--- src/tmc_consts.svh ---
// Offsets, field positions, reset values and timing counts for the timer mode configuration block
`ifndef TMC_CONSTS_SVH
`define TMC_CONSTS_SVH
`define TMC_CFG_INDEX       8'h0f
`define TMC_CFG_ADDR        8'h3c
`define TMC_STATUS_ADDR     8'h40
`define TMC_CFG_RESET       8'h00
`define TMC_BIT_COUNT       0
`define TMC_EDGE_LO         1
`define TMC_EDGE_HI         2
`define TMC_BIT_SPLIT       3
`define TMC_DIV_LO          4
`define TMC_DIV_HI          6
`define TMC_BIT_ALT         7
`define TMC_SLOW_KHZ        32
`define TMC_SYS_KHZ         20000
`define TMC_MIN_OVERSAMPLE  4
`define TMC_RESP_OKAY       2'b00
`define TMC_RESP_SLVERR     2'b10
`endif

--- src/tmc_pkg.sv ---
// Types for the timer mode configuration block
package tmc_pkg;
  typedef enum logic [1:0] {
    TMC_EDGE_NONE    = 2'b00,
    TMC_EDGE_RISING  = 2'b01,
    TMC_EDGE_FALLING = 2'b10,
    TMC_EDGE_BOTH    = 2'b11
  } tmc_edge_e;

  typedef struct packed {
    logic      altClockSelect;
    logic [2:0] clockDivideSelect;
    logic      splitModeSelect;
    tmc_edge_e edgeFunctionSelect;
    logic      countModeSelect;
  } tmc_cfg_s;

  typedef struct packed {
    logic highCountEnable;
    logic highCaptureEnable;
    logic highCompareMode;
    logic lowCompareMode;
    logic countRising;
    logic countFalling;
    logic timerTick;
    logic altClockSelect;
  } tmc_ctrl_s;
endpackage : tmc_pkg

--- src/tmc_timer_mode_configuration.sv ---
// Timer mode configuration register with AXI4-Lite slave and prescaled timer tick
// Contract
// - Every reset clears configuration register to zero
// - Bit 0: zero timer, one edge counter
// - Counting spans 16 bits, or high byte split
// - Bits 2:1 choose counted input edge
// - Code 00 compare/disabled; others pick edges
// - Split: low byte compare timer, internal clock; timerTick source still follows bit 7 when split
// - Bit 3: zero single 16-bit, one dual
// - Bits 6:4 prescale 1,2,4,8,16,32,64,128
// - Bit 7 selects oversampled 32kHz timer clock
//
// The AXI4-Lite slave port was left to the implementer.
`timescale 1ns/1ps
`include "tmc_consts.svh"
module tmc_timer_mode_configuration
  import tmc_pkg::*;
#(
  parameter int ADDR_W = 8
) (
  input  wire logic              ref_clk,
  input  wire logic              resetn,
  input  wire logic [ADDR_W-1:0] s_axi_awaddr,
  input  wire logic              s_axi_awvalid,
  output logic                   s_axi_awready,
  input  wire logic [31:0]       s_axi_wdata,
  input  wire logic [3:0]        s_axi_wstrb,
  input  wire logic              s_axi_wvalid,
  output logic                   s_axi_wready,
  output logic [1:0]             s_axi_bresp,
  output logic                   s_axi_bvalid,
  input  wire logic              s_axi_bready,
  input  wire logic [ADDR_W-1:0] s_axi_araddr,
  input  wire logic              s_axi_arvalid,
  output logic                   s_axi_arready,
  output logic [31:0]            s_axi_rdata,
  output logic [1:0]             s_axi_rresp,
  output logic                   s_axi_rvalid,
  input  wire logic              s_axi_rready,
  input  wire logic              slowClock,
  output tmc_ctrl_s              ctrl
);
  tmc_cfg_s          cfg_q;
  tmc_cfg_s          cfg_d;
  logic              awHeld_q;
  logic              awHeld_d;
  logic              awReady_q;
  logic              awReady_d;
  logic [ADDR_W-1:0] awAddr_q;
  logic [ADDR_W-1:0] awAddr_d;
  logic              wHeld_q;
  logic              wHeld_d;
  logic              wReady_q;
  logic              wReady_d;
  logic [31:0]       wData_q;
  logic [31:0]       wData_d;
  logic              wLane0_q;
  logic              wLane0_d;
  logic              bValid_q;
  logic              bValid_d;
  logic [1:0]        bResp_q;
  logic [1:0]        bResp_d;
  logic              arReady_q;
  logic              arReady_d;
  logic              rValid_q;
  logic              rValid_d;
  logic [31:0]       rData_q;
  logic [31:0]       rData_d;
  logic [1:0]        rResp_q;
  logic [1:0]        rResp_d;
  logic              slowSync1_q;
  logic              slowSync2_q;
  logic              slowPrev_q;
  logic [6:0]        prescale_q;
  logic [6:0]        prescale_d;
  tmc_ctrl_s         ctrl_d;
  logic              srcTick;

  function automatic logic [6:0] divMask(input logic [2:0] code);
    divMask = 7'((8'h01 << code) - 8'h01);
  endfunction : divMask

  function automatic logic isCfgAddr(input logic [ADDR_W-1:0] addr);
    isCfgAddr = (addr == ADDR_W'(`TMC_CFG_ADDR));
  endfunction : isCfgAddr
  function automatic logic isStatusAddr(input logic [ADDR_W-1:0] addr);
    isStatusAddr = (addr == ADDR_W'(`TMC_STATUS_ADDR));
  endfunction : isStatusAddr

  always_comb begin
    awHeld_d = awHeld_q;
    awAddr_d = awAddr_q;
    wHeld_d  = wHeld_q;
    wData_d  = wData_q;
    wLane0_d = wLane0_q;
    bValid_d = bValid_q;
    bResp_d  = bResp_q;
    cfg_d    = cfg_q;
    if (s_axi_awvalid && !awHeld_q) begin
      awHeld_d = 1'b1;
      awAddr_d = s_axi_awaddr;
    end
    if (s_axi_wvalid && !wHeld_q) begin
      wHeld_d  = 1'b1;
      wData_d  = s_axi_wdata;
      wLane0_d = s_axi_wstrb[0];
    end
    if (bValid_q && s_axi_bready) begin
      bValid_d = 1'b0;
    end
    if (awHeld_q && wHeld_q && !bValid_q) begin
      awHeld_d = 1'b0;
      wHeld_d  = 1'b0;
      bValid_d = 1'b1;
      bResp_d  = `TMC_RESP_OKAY;
      if (isCfgAddr(awAddr_q)) begin
        if (wLane0_q) begin
          cfg_d = tmc_cfg_s'(wData_q[7:0]);
        end
      end else if (!isStatusAddr(awAddr_q)) begin
        bResp_d = `TMC_RESP_SLVERR;
      end
    end
    awReady_d = !awHeld_d;
    wReady_d  = !wHeld_d;
  end

  always_comb begin
    rValid_d = rValid_q;
    rData_d  = rData_q;
    rResp_d  = rResp_q;
    if (rValid_q && s_axi_rready) begin
      rValid_d = 1'b0;
    end
    if (s_axi_arvalid && !rValid_q) begin
      rValid_d = 1'b1;
      rResp_d  = `TMC_RESP_OKAY;
      rData_d  = 32'h0000_0000;
      if (isCfgAddr(s_axi_araddr)) begin
        rData_d[7:0] = cfg_q;
      end else if (isStatusAddr(s_axi_araddr)) begin
        rData_d[7:0] = ctrl;
      end else begin
        rResp_d = `TMC_RESP_SLVERR;
      end
    end
    arReady_d = !rValid_d;
  end

  always_comb begin
    srcTick    = cfg_q.altClockSelect ? (slowSync2_q && !slowPrev_q) : 1'b1;
    prescale_d = prescale_q;
    ctrl_d     = '0;
    if (srcTick) begin
      if ((prescale_q & divMask(cfg_q.clockDivideSelect)) == divMask(cfg_q.clockDivideSelect)) begin
        prescale_d      = 7'h00;
        ctrl_d.timerTick = 1'b1;
      end else begin
        prescale_d = 7'(prescale_q + 7'h01);
      end
    end
    ctrl_d.altClockSelect    = cfg_q.altClockSelect;
    ctrl_d.highCountEnable   = cfg_q.countModeSelect && (cfg_q.edgeFunctionSelect != TMC_EDGE_NONE);
    ctrl_d.highCaptureEnable = !cfg_q.countModeSelect && (cfg_q.edgeFunctionSelect != TMC_EDGE_NONE);
    ctrl_d.highCompareMode   = !cfg_q.countModeSelect && (cfg_q.edgeFunctionSelect == TMC_EDGE_NONE);
    ctrl_d.lowCompareMode    = cfg_q.splitModeSelect || ctrl_d.highCompareMode;
    ctrl_d.countRising       = cfg_q.edgeFunctionSelect[0];
    ctrl_d.countFalling      = cfg_q.edgeFunctionSelect[1];
  end

  always_ff @(posedge ref_clk or negedge resetn) begin
    if (!resetn) begin
      cfg_q     <= tmc_cfg_s'(`TMC_CFG_RESET);
      awHeld_q  <= 1'b0;
      awReady_q <= 1'b1;
      awAddr_q  <= '0;
      wHeld_q   <= 1'b0;
      wReady_q  <= 1'b1;
      wData_q   <= 32'h0000_0000;
      wLane0_q  <= 1'b0;
      bValid_q  <= 1'b0;
      bResp_q   <= 2'b00;
    end else begin
      cfg_q     <= cfg_d;
      awHeld_q  <= awHeld_d;
      awReady_q <= awReady_d;
      awAddr_q  <= awAddr_d;
      wHeld_q   <= wHeld_d;
      wReady_q  <= wReady_d;
      wData_q   <= wData_d;
      wLane0_q  <= wLane0_d;
      bValid_q  <= bValid_d;
      bResp_q   <= bResp_d;
    end
  end

  always_ff @(posedge ref_clk or negedge resetn) begin
    if (!resetn) begin
      arReady_q <= 1'b1;
      rValid_q  <= 1'b0;
      rData_q   <= 32'h0000_0000;
      rResp_q   <= 2'b00;
    end else begin
      arReady_q <= arReady_d;
      rValid_q  <= rValid_d;
      rData_q   <= rData_d;
      rResp_q   <= rResp_d;
    end
  end

  always_ff @(posedge ref_clk or negedge resetn) begin
    if (!resetn) begin
      slowSync1_q <= 1'b0;
      slowSync2_q <= 1'b0;
      slowPrev_q  <= 1'b0;
      prescale_q  <= 7'h00;
      ctrl        <= '0;
    end else begin
      slowSync1_q <= slowClock;
      slowSync2_q <= slowSync1_q;
      slowPrev_q  <= slowSync2_q;
      prescale_q  <= prescale_d;
      ctrl        <= ctrl_d;
    end
  end

  assign s_axi_awready = awReady_q;
  assign s_axi_wready  = wReady_q;
  assign s_axi_bvalid  = bValid_q;
  assign s_axi_bresp   = bResp_q;
  assign s_axi_arready = arReady_q;
  assign s_axi_rvalid  = rValid_q;
  assign s_axi_rdata   = rData_q;
  assign s_axi_rresp   = rResp_q;
endmodule : tmc_timer_mode_configuration
--- config.mk ---
export PLATFORM = sky130hd
export DESIGN_NAME = tmc_timer_mode_configuration
export DESIGN_NICKNAME = d
export VERILOG_FILES = /design/src/tmc_pkg.sv /design/src/tmc_timer_mode_configuration.sv
export VERILOG_INCLUDE_DIRS = /design/src /design/src/src
export SDC_FILE = /design/constraint.sdc
export NUM_CORES = 1
export LEC_CHECK = 0
export BUFFER_PORTS_ARGS = -buffer_cell sky130_fd_sc_hd__buf_2
export CAP_MARGIN = 30
export CORE_MARGIN = 5
export CORE_UTILIZATION = 43
export DETAILED_ROUTE_END_ITERATION = 16
export PLACE_DENSITY = 0.79
export SLEW_MARGIN = 20
export SYNTH_ARGS = -nofsm -noshare
export SYNTH_HDL_FRONTEND = slang
export SYNTH_SLANG_ARGS = --single-unit
--- constraint.sdc ---
create_clock -name ref_clk -period 1.45 [get_ports ref_clk]
set_input_delay 0.2175 -clock ref_clk [delete_from_list [all_inputs] [get_ports ref_clk]]
set_output_delay 0.2175 -clock ref_clk [all_outputs]
set_load 0.03 [all_outputs]
==> results.toml <==
[global_route]
grt_pass1_vias = 1776
grt_use_total_pct = 13.9
grt_overflow = 0
antenna_found_initial = 0
grt_max_degree = 24
grt_pass1_wl_um = 8180

[sta]
fin_setup_tns_ns = -1.32
fin_crit_sh_pct = 112
period_needed_ns = 1.62
finalHoldViolations = 0
setup_slack_ns = -0.168
slew_viol_final = 0
fmax_ghz = 0.618
setup_violations = 8
finalClockSkew_ns = 0.00816
hold_slack_ns = 0.0609
rsz0062_at_grt = "yes"

[final_layout]
multi_input_area_um2 = 995
final_nets = 362
seq_area_um2 = 1510
post_route_cells_drive_above_1_share_pct = 41.2
fillers = 520
area_growth_pct = 25.4
insertedDiodeCount = 0
layoutNonFillerInstCount = 381

[clock_tree]
clk-insertion-delay-late_ns = 0.33
cts-buffers-inserted = 9
clk_pin_slew_worst_paths_ns = 0.06
cts_root_buffer = "clkbuf_8"
cts_tree = "done"
clockBufferDepth = 2
cts_sinks = 60
htree_levels = 3

[detailed_routing]
drt_iter0_drc = 75
vias_per_cell = 4.66
wl_per_cell_um = 12.9
vias = 1775
first_pass_iters = 4
ant_nets = 0
drt_wl_total_um = 4920
drc_errors = 0

[worst_setup_path]
cpMaxStageDelayCell = "or3_1"
critPathBufInv = 1
critPathKind = "reg -> reg"
r2r_start = "awAddr_q[4]"
critical_path.max_stage_delay_ns = 0.36
cp.required_ns = 1.66
rrSetupSlack_ns = -0.17
path_cells = "nand4_1, or2_1, or3_1, buf_6, mux2_4"
cp-endpoint = "cfg_q[7]"
end_kind = "flip-flop"
startpoint_type = "flip-flop"
cp-startpoint = "awAddr_q[4]"
r2r_cells = 5
cp.arrival_ns = 1.83
reg2reg_to = "cfg_q[7]"
path_delay_family = "simple AND/OR/NAND/NOR gates"
path_depth = 5
crit_fanout = 8

[floorplan]
initial_utilization_pct = 44.3
dieArea_um2 = 7800
core_area_um2 = 5960
die_height_um = 88.3
fp.dieW_um = 88.3
rows = 28
pin_count = 109

[placement]
post-place-cells = 359
post-place-ws_ns = -0.186
gp_congestion = 0.775
dp_hpwl_um = 3800
port-buffer-count = 55

[pwr]
p_per_area_nw_per_um2 = 1620
ir_drop_v = 0.00118
p_leak_nw = 1.61

[status]
status = "finished, violations left"
violations = "setup timing"

[synthesis]
synth_edf_count = 0
synth_seq_area_share_pct = 57.0
synthCells = 218
synth_top_area_share_pct = 54.1
syn_area_um2 = 2640
synthArstFlopShare_pct = 100
synth.cells.most_frequent = "dfrtp_1 (57), buf_4 (26), mux2_2 (17)"
synth.distinct_cells = 36
yosysWarnings = 0
synth_area_per_cell_um2 = 12.1
synthFlopType = "dfrtp_1"
yosys-top-cells-area = "dfrtp_1 (54%), buf_4 (7.4%), mux2_2 (7.3%), mux2_4 (4.6%), mux2i_1 (3.4%)"
synth_most_common_cell = "dfrtp_1"
yosysTopAreaCell = "dfrtp_1"
ys_seq_elements = 60

[min_path]
hold_path_class = "in -> reg"

[run]
max_cap_violations = 0
==> what timing repair did <==
action / 4_1_cts / 5_1_grt
endpoints found under the setup margin: 8 / 17
pin swaps: 2 / 2
hold endpoints to repair: 12 / 0
setup buffers: 2 / 2
hold buffers: 2 / 0
gates resized for setup: 1 / 1
==> state kept, by name (all words and copies together) (netlist names), 7 cells and up <==
name         count
cfg_q            8
ctrl             8
prescale_q       7
s_axi_rdata      8
wData_q          8
awAddr_q         8
==> per-stage QoR <==
stage / utilization (%) / area, um^2 / power [W]
after floorplan: - / 2750 / 0.00330
after detailed placement: 50.9 / 3030 / 0.00377
after global routing: 55.5 / 3310 / 0.00572
after global placement: 50.9 / 3030 / 0.00371
final: 55.5 / 3310 / 0.00537
after CTS: 55.2 / 3290 / 0.00542
==> kinds of logic (layout without fill, tap and decap cells) <==
family	Yosys count	in the layout	synth area share, %
AO/OA/AOI/OAI	33	33	7.02
XOR/XNOR	5	5	1.66
adder cells (fa/ha/maj)	1	1	0.474
buffers and inverters	38	101	9.44
flip-flops	60	60	57.0
multiplexers	34	34	15.2
other	1	26	0.142
AND/OR/NAND/NOR	46	46	9.01
==> layer usage <==
metal | part of all wire [%] | track usage (%) | up-vias | wire length (um)
li1 | - | - | 865 | -
met1 | 42 | 17.8 | 828 | 2060
met2 | 46 | 21.0 | 74 | 2250
met3 | 11 | 5.68 | 8 | 535
met4 | 1.5 | 5.77 | 0 | 74
met5 | 0 | 0 | - | 0
==> layout by cell type, fill, tap and decap left out, types with 4 or more instances in the layout <==
cell type and instances:
conb_1 26, clkbuf_8 10, nor2_1 6, xnor2_1 5, dfrtp_1 55, mux2_2 17
buf_2 55, buf_4 19, o21ai_0 13, nand2_1 13, mux2_4 8, mux2i_1 9
a21oi_1 11, nand2b_1 4, inv_1 6, nor2b_1 4
==> worst min-delay path by stage <==
stage | from | endpoint | cells after the start
finish | s_axi_bready | s_axi_bvalid | 2
global route | s_axi_rready | s_axi_rvalid | 2
CTS | s_axi_bready | s_axi_bvalid | 2
detailed placement | resetn | s_axi_bresp[1] | 1
global placement | resetn | s_axi_rdata[3] | 1
floorplan | resetn | awAddr_q[0] | 0
==> where the power goes <==
group          total, W  internal [W]  leakage (nW)  switching (W)
logic           0.00140      0.000673         0.747       0.000728
registers       0.00237       0.00212         0.747       0.000250
clock network   0.00161       0.00101         0.113       0.000600
==> area by class of cell <==
type,count,share of cell area (%)
clock inverter,5,2.27
multi-input combinational,145,30.1
inverter,7,0.794
sequential,60,45.6
clock buffer,11,4.27
timing repair buffer,78,14.2
tap,75,2.84
Power figures use the tool's default switching activity.
